<file path="src/pdm_clk_defs.svh">
// Register offsets, reset values, field positions and timing counts
`ifndef PDM_CLK_DEFS_SVH
`define PDM_CLK_DEFS_SVH

`define OFS_CLOCK_ERR_STATUS     8'h05
`define OFS_PULSE_DENSITY_CONFIG 8'h1c
`define OFS_PDM_DIVIDER_CONTROL  8'h1d
`define OFS_DSD_DIVIDER_CONTROL  8'h1e
`define OFS_CLOCK_ERR_SRC_EN     8'h21
`define OFS_CLOCK_ERR_TIMEOUTS   8'h22
`define OFS_INTERRUPT_PIN_CONFIG 8'h23

`define RST_PULSE_DENSITY_CONFIG 8'h00
`define RST_PDM_DIVIDER_CONTROL  8'h08
`define RST_DSD_DIVIDER_CONTROL  8'h08
`define RST_CLOCK_ERR_SRC_EN     8'h03
`define RST_CLOCK_ERR_TIMEOUTS   8'h3f
`define RST_INTERRUPT_PIN_CONFIG 8'h21

// Pulse density config
`define BIT_PDM_LATCH_EDGE_SEL 2
`define BIT_DENSITY_INPUT_CLOCK_DIR     1
`define BIT_DENSITY_OUTPUT_CLOCK_DIR    0
// Divider controls
`define BIT_DIV_POWER          7
// Clock error source / enable
`define BIT_DSP_MEM_RELOAD     7
`define BIT_DETECTOR_ONE_SRC   4
`define MSB_DETECTOR_TWO_SRC   3
`define LSB_DETECTOR_TWO_SRC   2
`define BIT_DETECTOR_ONE_EN    1
`define BIT_DETECTOR_TWO_EN    0
// Clock error timeouts
`define MSB_DETECTOR_ONE_TIME  5
`define LSB_DETECTOR_ONE_TIME  3
`define MSB_DETECTOR_TWO_TIME  2
`define LSB_DETECTOR_TWO_TIME  0
// Status
`define BIT_CLOCK_ERR_STICKY   0

`define CLK_MHZ 200
`define TIMEOUT_US_0 11000
`define TIMEOUT_US_1 22000
`define TIMEOUT_US_2 44000
`define TIMEOUT_US_3 87000
`define TIMEOUT_US_4 174000
`define TIMEOUT_US_5 350000
`define TIMEOUT_US_6 700000
`define TIMEOUT_US_7 1200000
`define US_TO_CYC(us) ((us) * `CLK_MHZ)

// Half period of the density input divider, in clk cycles
`define DENSITY_DIV_HALF_PERIOD 8'h08

`endif

</file>
<file path="src/pdm_clk_pkg.sv">
// Types shared by the clock control block and its detectors
package pdm_clk_pkg;
    typedef logic [7:0]  reg_byte_t;
    typedef logic [2:0]  timeout_code_t;
    typedef logic [27:0] tick_count_t;
    typedef enum logic [1:0] {
        SRC_DAC_MOD,
        SRC_ADC_MOD,
        SRC_PLL,
        SRC_RESERVED
    } detector_two_src_t;
endpackage : pdm_clk_pkg

</file>
<file path="src/detector_if.sv">
// Carrier between the clock control top and one missing-clock detector
`timescale 1ns/1ps
`default_nettype none
interface detector_if;
    import pdm_clk_pkg::*;
    logic        enable;
    logic        watchedLevel;
    tick_count_t limit;
    logic        expired;
    modport ctrl (output enable, output watchedLevel, output limit, input expired);
    modport det  (input enable, input watchedLevel, input limit, output expired);
endinterface : detector_if
`default_nettype wire

</file>
<file path="src/pdm_clock_and_missing_clock_detect.sv">
// PDM clock configuration, divider power and missing-clock supervision
// Functional notes
// - PDM data latched on rising clock edge when edge bit 0, falling when 1.
// - PDM input clock pin is input when its direction bit 0, driven when 1.
// - PDM output clock pin is input when its direction bit 0, driven when 1.
// - PDM input clock divider runs only while its power bit is 1.
// - DSD clock divider is powered up only while its power bit is 1.
// - After fault restart, keep DSP memory if reload bit 0, reload defaults if 1.
// - Detector one watches serial audio clock when source bit 0, PDM clock when 1.
// - Detector two watches DAC modulator, ADC modulator or PLL clock; code 3 reserved.
// - Each detector works only while its enable bit is 1; bit 1 first, 0 second.
// - Three-bit timeout codes select 11 ms up to 1.2 s per detector.
// - Enabled detector seeing no clock for its timeout shuts the chip down.
// - Clock error sets sticky status bit; host clears it before powering up again.
`include "pdm_clk_defs.svh"
`timescale 1ns/1ps
`default_nettype none
module pdm_clock_and_missing_clock_detect
    import pdm_clk_pkg::*;
#(
    parameter int unsigned TIMEOUT_CYC_0 = `US_TO_CYC(`TIMEOUT_US_0),
    parameter int unsigned TIMEOUT_CYC_1 = `US_TO_CYC(`TIMEOUT_US_1),
    parameter int unsigned TIMEOUT_CYC_2 = `US_TO_CYC(`TIMEOUT_US_2),
    parameter int unsigned TIMEOUT_CYC_3 = `US_TO_CYC(`TIMEOUT_US_3),
    parameter int unsigned TIMEOUT_CYC_4 = `US_TO_CYC(`TIMEOUT_US_4),
    parameter int unsigned TIMEOUT_CYC_5 = `US_TO_CYC(`TIMEOUT_US_5),
    parameter int unsigned TIMEOUT_CYC_6 = `US_TO_CYC(`TIMEOUT_US_6),
    parameter int unsigned TIMEOUT_CYC_7 = `US_TO_CYC(`TIMEOUT_US_7)
) (
    input  wire logic              clk,
    input  wire logic              srst,
    // Control port
    input  wire logic              regWrite,
    input  wire logic              regRead,
    input  wire pdm_clk_pkg::reg_byte_t regAddr,
    input  wire pdm_clk_pkg::reg_byte_t regWdata,
    output var  pdm_clk_pkg::reg_byte_t regRdata_r,
    output var  logic              regRvalid_r,
    // PDM clock pins
    input  wire logic              densityInputClockIn,
    output var  logic              densityInputClockOut_r,
    output var  logic              densityInputClockOe_r,
    input  wire logic              densityOutputClockIn,
    output var  logic              densityOutputClockOut_r,
    output var  logic              densityOutputClockOe_r,
    input  wire logic              pdmData,
    output var  logic              pdmLatchedData_r,
    output var  logic              pdmLatchValid_r,
    // Watched clocks, sampled as levels
    input  wire logic              serialAudioClock,
    input  wire logic              dacModClock,
    input  wire logic              adcModClock,
    input  wire logic              pllClock,
    // Divider power, restart and shutdown
    output var  logic              densityDivRunning_r,
    output var  logic              bitstreamDivPowered_r,
    input  wire logic              faultRestart,
    output var  logic              dspMemReload_r,
    output var  logic              clockErrorShutdown_r
);
    import pdm_clk_pkg::*;

    localparam int NUM_DET = 2;

    reg_byte_t pulseDensityConfig_r;
    reg_byte_t pdmDividerControl_r;
    reg_byte_t dsdDividerControl_r;
    reg_byte_t clockErrorSourceEnable_r;
    reg_byte_t clockErrorTimeouts_r;
    reg_byte_t interruptPinConfig_r;
    logic      clockErrorStickyFlag_r;

    logic      densityDivClk_r;
    reg_byte_t densityDivCount_r;
    logic      pdmClockLevel;
    logic      pdmClockPrev_r;
    logic      pdmRise;
    logic      pdmFall;
    logic      anyExpired;
    logic      stickyClear;
    reg_byte_t regRdata_nxt;

    logic                pdmLatchEdgeSel;
    logic                pdmInClkDir;
    logic                pdmOutClkDir;
    logic                densityDivPower;
    logic                bitstreamDivPower;
    logic                dspMemReloadOnRestart;
    logic                detectorOneSource;
    detector_two_src_t   detectorTwoSource;
    logic                detectorOneEnable;
    logic                detectorTwoEnable;
    timeout_code_t       detectorOneTimeout;
    timeout_code_t       detectorTwoTimeout;

    assign pdmLatchEdgeSel       = pulseDensityConfig_r[`BIT_PDM_LATCH_EDGE_SEL];
    assign pdmInClkDir           = pulseDensityConfig_r[`BIT_DENSITY_INPUT_CLOCK_DIR];
    assign pdmOutClkDir          = pulseDensityConfig_r[`BIT_DENSITY_OUTPUT_CLOCK_DIR];
    assign densityDivPower       = pdmDividerControl_r[`BIT_DIV_POWER];
    assign bitstreamDivPower     = dsdDividerControl_r[`BIT_DIV_POWER];
    assign dspMemReloadOnRestart = clockErrorSourceEnable_r[`BIT_DSP_MEM_RELOAD];
    assign detectorOneSource     = clockErrorSourceEnable_r[`BIT_DETECTOR_ONE_SRC];
    assign detectorTwoSource     = detector_two_src_t'(
        clockErrorSourceEnable_r[`MSB_DETECTOR_TWO_SRC:`LSB_DETECTOR_TWO_SRC]);
    assign detectorOneEnable     = clockErrorSourceEnable_r[`BIT_DETECTOR_ONE_EN];
    assign detectorTwoEnable     = clockErrorSourceEnable_r[`BIT_DETECTOR_TWO_EN];
    assign detectorOneTimeout    = clockErrorTimeouts_r[`MSB_DETECTOR_ONE_TIME:`LSB_DETECTOR_ONE_TIME];
    assign detectorTwoTimeout    = clockErrorTimeouts_r[`MSB_DETECTOR_TWO_TIME:`LSB_DETECTOR_TWO_TIME];

    // Timeout code to clk cycles, shared by both detectors
    function automatic tick_count_t timeout_cycles(input timeout_code_t code);
        tick_count_t cyc;
        case (code)
            3'h0:    cyc = tick_count_t'(TIMEOUT_CYC_0);
            3'h1:    cyc = tick_count_t'(TIMEOUT_CYC_1);
            3'h2:    cyc = tick_count_t'(TIMEOUT_CYC_2);
            3'h3:    cyc = tick_count_t'(TIMEOUT_CYC_3);
            3'h4:    cyc = tick_count_t'(TIMEOUT_CYC_4);
            3'h5:    cyc = tick_count_t'(TIMEOUT_CYC_5);
            3'h6:    cyc = tick_count_t'(TIMEOUT_CYC_6);
            default: cyc = tick_count_t'(TIMEOUT_CYC_7);
        endcase
        return cyc;
    endfunction : timeout_cycles

    // Register writes
    always_ff @(posedge clk) begin
        if (srst) begin
            pulseDensityConfig_r     <= `RST_PULSE_DENSITY_CONFIG;
            pdmDividerControl_r      <= `RST_PDM_DIVIDER_CONTROL;
            dsdDividerControl_r      <= `RST_DSD_DIVIDER_CONTROL;
            clockErrorSourceEnable_r <= `RST_CLOCK_ERR_SRC_EN;
            clockErrorTimeouts_r     <= `RST_CLOCK_ERR_TIMEOUTS;
            interruptPinConfig_r     <= `RST_INTERRUPT_PIN_CONFIG;
        end else if (regWrite) begin
            case (regAddr)
                `OFS_PULSE_DENSITY_CONFIG: pulseDensityConfig_r     <= regWdata;
                `OFS_PDM_DIVIDER_CONTROL:  pdmDividerControl_r      <= regWdata;
                `OFS_DSD_DIVIDER_CONTROL:  dsdDividerControl_r      <= regWdata;
                `OFS_CLOCK_ERR_SRC_EN:     clockErrorSourceEnable_r <= regWdata;
                `OFS_CLOCK_ERR_TIMEOUTS:   clockErrorTimeouts_r     <= regWdata;
                `OFS_INTERRUPT_PIN_CONFIG: interruptPinConfig_r     <= regWdata;
                default: ;
            endcase
        end
    end

    // Register reads, unmapped offsets return zero
    always_comb begin
        case (regAddr)
            `OFS_CLOCK_ERR_STATUS:     regRdata_nxt = {7'h00, clockErrorStickyFlag_r};
            `OFS_PULSE_DENSITY_CONFIG: regRdata_nxt = pulseDensityConfig_r;
            `OFS_PDM_DIVIDER_CONTROL:  regRdata_nxt = pdmDividerControl_r;
            `OFS_DSD_DIVIDER_CONTROL:  regRdata_nxt = dsdDividerControl_r;
            `OFS_CLOCK_ERR_SRC_EN:     regRdata_nxt = clockErrorSourceEnable_r;
            `OFS_CLOCK_ERR_TIMEOUTS:   regRdata_nxt = clockErrorTimeouts_r;
            `OFS_INTERRUPT_PIN_CONFIG: regRdata_nxt = interruptPinConfig_r;
            default:                   regRdata_nxt = 8'h00;
        endcase
    end

    always_ff @(posedge clk) begin
        if (srst) begin
            regRdata_r  <= 8'h00;
            regRvalid_r <= 1'b0;
        end else begin
            regRdata_r  <= regRead ? regRdata_nxt : 8'h00;
            regRvalid_r <= regRead;
        end
    end

    // Density input divider; held low and cleared while powered down
    always_ff @(posedge clk) begin
        if (srst || !densityDivPower) begin
            densityDivCount_r <= 8'h00;
            densityDivClk_r   <= 1'b0;
        end else if (densityDivCount_r == `DENSITY_DIV_HALF_PERIOD - 8'h01) begin
            densityDivCount_r <= 8'h00;
            densityDivClk_r   <= ~densityDivClk_r;
        end else begin
            densityDivCount_r <= densityDivCount_r + 8'h01;
        end
    end

    always_ff @(posedge clk) begin
        if (srst) begin
            densityDivRunning_r   <= 1'b0;
            bitstreamDivPowered_r <= 1'b0;
        end else begin
            densityDivRunning_r   <= densityDivPower;
            bitstreamDivPowered_r <= bitstreamDivPower;
        end
    end

    // Pin drivers: enable follows direction bit
    always_ff @(posedge clk) begin
        if (srst) begin
            densityInputClockOe_r   <= 1'b0;
            densityInputClockOut_r  <= 1'b0;
            densityOutputClockOe_r  <= 1'b0;
            densityOutputClockOut_r <= 1'b0;
        end else begin
            densityInputClockOe_r   <= pdmInClkDir;
            densityInputClockOut_r  <= pdmInClkDir & densityDivClk_r;
            densityOutputClockOe_r  <= pdmOutClkDir;
            densityOutputClockOut_r <= pdmOutClkDir & densityDivClk_r;
        end
    end

    // PDM clock seen by the latch: own clock when driven, pin otherwise
    assign pdmClockLevel = pdmInClkDir ? densityInputClockOut_r : densityInputClockIn;
    assign pdmRise       = pdmClockLevel & ~pdmClockPrev_r;
    assign pdmFall       = ~pdmClockLevel & pdmClockPrev_r;

    always_ff @(posedge clk) begin
        if (srst) begin
            pdmClockPrev_r <= 1'b0;
        end else begin
            pdmClockPrev_r <= pdmClockLevel;
        end
    end

    always_ff @(posedge clk) begin
        if (srst) begin
            pdmLatchedData_r <= 1'b0;
            pdmLatchValid_r  <= 1'b0;
        end else begin
            pdmLatchValid_r <= pdmLatchEdgeSel ? pdmFall : pdmRise;
            if (pdmLatchEdgeSel ? pdmFall : pdmRise) begin
                pdmLatchedData_r <= pdmData;
            end
        end
    end

    // Missing-clock detectors
    detector_if detBus [NUM_DET] ();
    logic [NUM_DET-1:0] detExpired;

    assign detBus[0].enable = detectorOneEnable;
    assign detBus[0].limit  = timeout_cycles(detectorOneTimeout);
    assign detBus[0].watchedLevel = detectorOneSource ? pdmClockLevel : serialAudioClock;
    assign detBus[1].enable = detectorTwoEnable;
    assign detBus[1].limit  = timeout_cycles(detectorTwoTimeout);

    // Reserved source watches nothing, so an enabled detector times out
    always_comb begin
        case (detectorTwoSource)
            SRC_DAC_MOD: detBus[1].watchedLevel = dacModClock;
            SRC_ADC_MOD: detBus[1].watchedLevel = adcModClock;
            SRC_PLL:     detBus[1].watchedLevel = pllClock;
            default:     detBus[1].watchedLevel = 1'b0;
        endcase
    end

    for (genvar gi = 0; gi < NUM_DET; gi++) begin : g_det
        missing_clock_detector u_det (
            .clk  (clk),
            .srst (srst),
            .dbus (detBus[gi])
        );
        assign detExpired[gi] = detBus[gi].expired;
    end

    assign anyExpired  = |detExpired;
    assign stickyClear = regWrite && (regAddr == `OFS_CLOCK_ERR_STATUS)
                         && regWdata[`BIT_CLOCK_ERR_STICKY];

    // Sticky flag: a new error wins over a clear in the same cycle
    always_ff @(posedge clk) begin
        if (srst) begin
            clockErrorStickyFlag_r <= 1'b0;
        end else if (anyExpired) begin
            clockErrorStickyFlag_r <= 1'b1;
        end else if (stickyClear) begin
            clockErrorStickyFlag_r <= 1'b0;
        end
    end

    // Shutdown holds until the host clears the error
    always_ff @(posedge clk) begin
        if (srst) begin
            clockErrorShutdown_r <= 1'b0;
        end else begin
            clockErrorShutdown_r <= anyExpired | (clockErrorStickyFlag_r & ~stickyClear);
        end
    end

    always_ff @(posedge clk) begin
        if (srst) begin
            dspMemReload_r <= 1'b0;
        end else begin
            dspMemReload_r <= faultRestart & dspMemReloadOnRestart;
        end
    end
endmodule : pdm_clock_and_missing_clock_detect
`default_nettype wire

</file>
<file path="src/missing_clock_detector.sv">
// Missing-clock detector: flags a watched clock that stops toggling
`timescale 1ns/1ps
`default_nettype none
module missing_clock_detector
    import pdm_clk_pkg::*;
(
    input  wire logic clk,
    input  wire logic srst,
    detector_if.det   dbus
);
    import pdm_clk_pkg::*;

    logic        prevLevel_r;
    tick_count_t count_r;
    logic        expired_r;
    logic        edgeSeen;

    assign edgeSeen   = dbus.watchedLevel ^ prevLevel_r;
    assign dbus.expired = expired_r;

    always_ff @(posedge clk) begin
        if (srst) begin
            prevLevel_r <= 1'b0;
        end else begin
            prevLevel_r <= dbus.watchedLevel;
        end
    end

    // Counts on clk, so a stopped watched clock still lets time run out
    always_ff @(posedge clk) begin
        if (srst || !dbus.enable || edgeSeen) begin
            count_r <= '0;
        end else if (count_r != dbus.limit) begin
            count_r <= count_r + tick_count_t'(1);
        end
    end

    always_ff @(posedge clk) begin
        if (srst || !dbus.enable) begin
            expired_r <= 1'b0;
        end else begin
            expired_r <= !edgeSeen && (count_r >= dbus.limit - tick_count_t'(1));
        end
    end
endmodule : missing_clock_detector
`default_nettype wire

</file>
<file path="config.mk">
export PLATFORM = sky130hd
export DESIGN_NAME = pdm_clock_and_missing_clock_detect
export DESIGN_NICKNAME = d
export VERILOG_FILES = /design/src/pdm_clk_pkg.sv /design/src/detector_if.sv /design/src/pdm_clock_and_missing_clock_detect.sv /design/src/missing_clock_detector.sv
export VERILOG_INCLUDE_DIRS = /design/src /design/src/src
export SDC_FILE = /design/constraint.sdc
export NUM_CORES = 1
export LEC_CHECK = 0
export BUFFER_PORTS_ARGS = -buffer_cell sky130_fd_sc_hd__buf_2
export CORE_UTILIZATION = 60
export DETAILED_ROUTE_END_ITERATION = 10
export PLACE_DENSITY = 0.79
export SETUP_SLACK_MARGIN = 0.3
export SLEW_MARGIN = 40
export SYNTH_ARGS = -nofsm -noshare
export SYNTH_HDL_FRONTEND = slang
export SYNTH_SLANG_ARGS = --single-unit
</file>
<file path="constraint.sdc">
create_clock -name clk -period 5.4 [get_ports clk]
set_input_delay 1.08 -clock clk [delete_from_list [all_inputs] [get_ports clk]]
set_output_delay 1.08 -clock clk [all_outputs]
set_load 0.05 [all_outputs]
</file>
======== Word-level counts from Yosys, hierarchy flattened ========
Index checks and enable logic that the tools add are counted.
word-level totals
  input bits .............................. 28
  register bits ........................... 138
  latch bits .............................. 0
  memories ................................ 0
  bits in read-only memories .............. 0
  memory bits (writable) .................. 0
  word-level logic and storage cells ...... 109
  output and inout bits ................... 19
cells by class
  equal/unequal tests ..................... 24
  reduce and logical (&&, ||, !) cells .... 27
  div/mod/pow operators ................... 0
  bitwise logic cells ..................... 14
  shift-type cells ........................ 0
  add/subtract/negate cells ............... 5
  multipliers ............................. 0
  magnitude comparators ................... 2
  multiplexer cells ....................... 9
operators by type and width
  operator               number
  $pmux 28 s7            2
  $add 28x1->28 const B  2
  $ge 28x28->1           2
  $ne 28x28->1           2
  $pmux 8 s7             1
  $sub 28x1->28 const B  2
  $eq 8x5->1 const B     3
  $eq 8x6->1 const B     3
  $eq 3x3->1 const B     6
  $eq 8x3->1 const B     2
  $eq 3x2->1 const B     4
  $reduce_and 2->1       6
  $add 8x1->8 const B    1
  $and 1x1->1            6
  $eq 3x1->1 const B     2
  $logic_not 3->1        2
  $reduce_or 2->1        3
  $logic_not 1->1        5
  $logic_or 1x1->1       5
  $mux 1                 5
  $not 1->1              5
  $logic_and 1x1->1      4
  $pmux 1 s3             1
  $eq 2x1->1 const B     1
  5 further kinds        6

======== Longest topological paths before layout ========
  depth in word-level cells ............... 6
  depth in mapped cells ................... 16

======== Hierarchy ========
A second synthesis with hierarchy kept.
second synthesis, totals
  cells, all modules ...................... 1,092
  area total of the unflattened synthesis .. 9,365.2 um^2
modules (own cells, without submodules)
  module                                   area each (um^2)  cells an instance  seq. area each (um^2)  instances
  pdm_clock_and_missing_clock_detect       3,674.8           397                1,561.5                1
  missing_clock_detector (g_det[0].u_det)  2,847.7           351                600.6                  1
  missing_clock_detector (g_det[1].u_det)  2,842.7           344                600.6                  1

======== Worst setup path before layout ========
Ideal clock, no wire load.
  path type ............................... register to register
  from .................................... reg clockErrorTimeouts_r[4]
  to ...................................... reg g_det[0].u_det.expired_r
  required time ........................... 5.266 ns
  arrival time ............................ 2.686 ns
  stages on the path, launching flop included .. 16
  path slack .............................. 2.580 ns
  setup time .............................. 0.134 ns
  cell sequence ........................... dfxtp_1 > buf_2 > buf_2 > buf_1 > and2_1 > ha_1 > a21oi_1 > nor2_1 > a211oi_1 > ha_1 > a21o_1 > a21o_1 > a21oi_1 > nor2_1 > a2111oi_0 > a21oi_1
between the ends
  word-level cells in the longest chain between the ends .. 5
RTL lines
  element                                   RTL line                                   text
  from (decl)                               pdm_clock_and_missing_clock_detect.sv:69   reg_byte_t clockErrorTimeouts_r;
  from (signal assigned)                    pdm_clock_and_missing_clock_detect.sv:133  clockErrorTimeouts_r <= `RST_CLOCK_ERR_TIMEOUTS;
  from (signal assigned)                    pdm_clock_and_missing_clock_detect.sv:141  `OFS_CLOCK_ERR_TIMEOUTS: clockErrorTimeouts_r <= regWdata;
  $eq 3x3->1, or another cell as far along  pdm_clock_and_missing_clock_detect.sv:113  case (code)
  $pmux 28 s7 (*)                           pdm_clock_and_missing_clock_detect.sv:113
  $sub 28x1->28 (*)                         missing_clock_detector.sv:42               expired_r <= !edgeSeen && (count_r >= dbus.limit - tick_count_t'(1));
  $ge 28x28->1 (*)                          missing_clock_detector.sv:42
  $logic_and 1x1->1 (*)                     missing_clock_detector.sv:42
  to (signal assigned)                      missing_clock_detector.sv:42
  to (decl)                                 missing_clock_detector.sv:15               logic expired_r;
Mark *: on every way between the ends. The rest lies on a longest branch, timed or not.
A chain may end at the register's enable or synchronous reset.

======== Worst setup path after layout ========
Same ends and word-level chain as after synthesis.

==> reports/qor.yml <==
worstPathMaxFanout: 33
critPathCaptureType: "flip-flop"
setup_viol: 0
root_buffer: "clkbuf_16"
finalPower_mw: 2.38
wl_per_cell_um: 16.0
skew_ps: 10.2
yosys-top-cells-area: "dfxtp_1 (34%), nor2_1 (7.9%), ha_1 (7.9%)"
slew-limit-headroom_pct: 45.8
dieArea_um2: 14000
syn_nets: 1057
yosysWarningCount: 0
min_path_type: "reg2reg"
n_antenna_cell: 0
synthCells: 978
synth_area_um2: 8090
numCtsBuffers: 17
rsz0062_at_grt: "no"
worstMarginPinSlew_ps: 806
synth_area_leader_cell: "dfxtp_1"
syn_to_final_growth_pct: 11.6
clk-insertion-delay-late_ps: 430
die_w_um: 118
synth-edff-count: 0
status: "finished, final reports clean"
fmax_mhz: 285
first_iter_violations: 567
finalCritPeriodShare_pct: 64.9
ctsLongestPathBuffers: 2
drt-total-wl_um: 19000
dp_slack_ps: 2070
io_pins: 47
fin_util_pct: 68.4
gr-total-overflow: 0
drive_gt1_share_pct: 10.9
port_buffers: 45
place_inst: 1152
hold_viol: 0
drtAntennaViolNets: 0
async_flop_share_pct: 0
post-cts-setup-buffer-count: 0
cap_violations: 0
synth_cell_types: 66
synth.avg_cell_area_um2: 8.27
core_area_um2: 13200
hpwl_um: 13200
criticalPathCategory: "reg2reg"
synth_ff_type: "dfxtp_1"
startpoint_type: "flip-flop"
final_common_cell: "nor2_1"
grt_max_degree: 64
synth-seq-cells: 138
timing.final.ws_setup_ps: 1890
mostFrequentLayoutCells: "nor2_1 (171), dfxtp_1 (137), nand2_1 (52), ha_1 (51), buf_2 (45)"
routabilityCongestion: 0.910
grt_antenna_before_repair: 0
leakagePower_nw: 3.84
cts-resized-gates: 0
viasPerCell: 5.95
synth_top_area_share_pct: 34.1
num_vias: 7041
fin_crit_ps: 3510
synth.yosys.seq_area_share_pct: 34.1
row_count: 42
cts_tree: "done"
p_per_area_nw_per_um2: 264
h-tree-depth: 4
fillers: 1067
required_ps: 5670
drcViolationCount: 0
path_clk_slew_ps: 70
fin_cells: 1184
dieHeight_um: 118
grt_usage_pct: 28.4
worst-endpoint-arrival_ps: 3780
grt_pass1_wl_um: 31900
ir_worst_vdd_mv: 0.307
grt_pass1_vias: 6649
drt_first_pass_iters: 5
tns_ps: 0
initial_core_util_pct: 61.3
cts_sinks: 138
final_nets: 1074
hold_buffers: 0
drv_slew: 0
per-layer routing:
| layer | global-route usage (%) | wire [µm] |
|---|---|---|
| met1 | 36.7 | 8720 |
| met2 | 46.6 | 9120 |
| met3 | 5.55 | 748 |
| met5 | 0 | 0 |
| met4 | 11.3 | 399 |
worst max-delay path, stage by stage (launching register included):
cell and delay, ps:
dfxtp_2 710, xor2_1 280, or2_2 200, ha_1 250
a21oi_1 90, nor2_1 120, a211oi_1 60, ha_1 220
a21o_1 180, a21o_1 170, a21oi_1 220, nor2_1 70
a2111oi_0 590, a21oi_1 170
logic make-up (layout without fill, tap and decap cells):
group	Yosys count	after routing	synth area share [%]
mux	46	46	5.81
simple gates	418	418	25.9
flops	138	138	34.1
fa+ha+maj	51	51	7.89
compound gates	162	162	13.8
buf+inv	90	120	4.47
xor+xnor	73	73	7.90
power by group:
group          internal (mW)  switching (mW)
clock network          0.755           0.512
logic                 0.0281          0.0561
registers               1.02         0.00463
synthesized netlist by cell type (all sizes together) (5+ instances only):
| master | number |
|---|---|
| nor2 | 171 |
| dfxtp | 138 |
| nand2 | 52 |
| ha | 51 |
| nand3 | 42 |
| a21oi | 40 |
| mux2i | 38 |
| xnor2 | 37 |
| xor2 | 36 |
| clkbuf | 35 |
| inv | 33 |
| nand4 | 25 |
| o21ai | 23 |
| buf | 22 |
| nor3 | 19 |
| nor2b | 18 |
| nand2b | 17 |
| a211o | 14 |
| and3 | 12 |
| a21o | 11 |
| a211oi | 10 |
| a22oi | 10 |
| o21a | 9 |
| and2 | 8 |
| mux2 | 8 |
| and4 | 7 |
| nor3b | 7 |
| a221oi | 6 |
| nor4 | 6 |
| a22o | 5 |
| a31oi | 5 |
| nand3b | 5 |
| nor4b | 5 |
| o2111ai | 5 |
| o211ai | 5 |
stage by stage:
stage | area, µm² | hold WS [ps]
3_3_place_gp | 8360 | 425
3_5_place_dp | 8390 | 434
4_1_cts | 9030 | 446
2_1_floorplan | 8090 | 413
6_report | 9030 | 444
5_1_grt | 9030 | 461
layout make-up:
type | instances | area, µm² | share of cell area [%]
Multi-Input combinational cell | 750 | 4970 | 55.1
Sequential cell | 138 | 2760 | 30.6
Clock buffer | 17 | 425 | 4.71
Timing Repair Buffer | 55 | 308 | 3.41
Tap cell | 176 | 220 | 2.44
Clock inverter | 15 | 213 | 2.36
Inverter | 33 | 124 | 1.37
sequential cells by signal, summed over array words and instances (netlist names), 8 cells and up:
register / cells
g_det.u_det.count_r: 56
clockErrorSourceEnable_r: 8
clockErrorTimeouts_r: 8
densityDivCount_r: 8
dsdDividerControl_r: 8
interruptPinConfig_r: 8
pdmDividerControl_r: 8
pulseDensityConfig_r: 8
regRdata_r: 8
worst paths after layout:
| check | from | endpoint | slack, ps | cells after the start |
|---|---|---|---|---|
| max reg2reg | clockErrorTimeouts_r[4]$_SDFFE_PP1P_ | g_det[0].u_det.dbus.expired$_SDFF_PP0_ | 1890 | 13 |
| min | densityDivCount_r[0]$_SDFF_PP0_ | densityDivCount_r[0]$_SDFF_PP0_ | 440 | 1 |
| min reg2reg | densityDivCount_r[0]$_SDFF_PP0_ | densityDivCount_r[0]$_SDFF_PP0_ | 440 | 1 |
| max | clockErrorTimeouts_r[4]$_SDFFE_PP1P_ | g_det[0].u_det.dbus.expired$_SDFF_PP0_ | 1890 | 13 |
No activity file was read; power rests on OpenSTA's default activity.
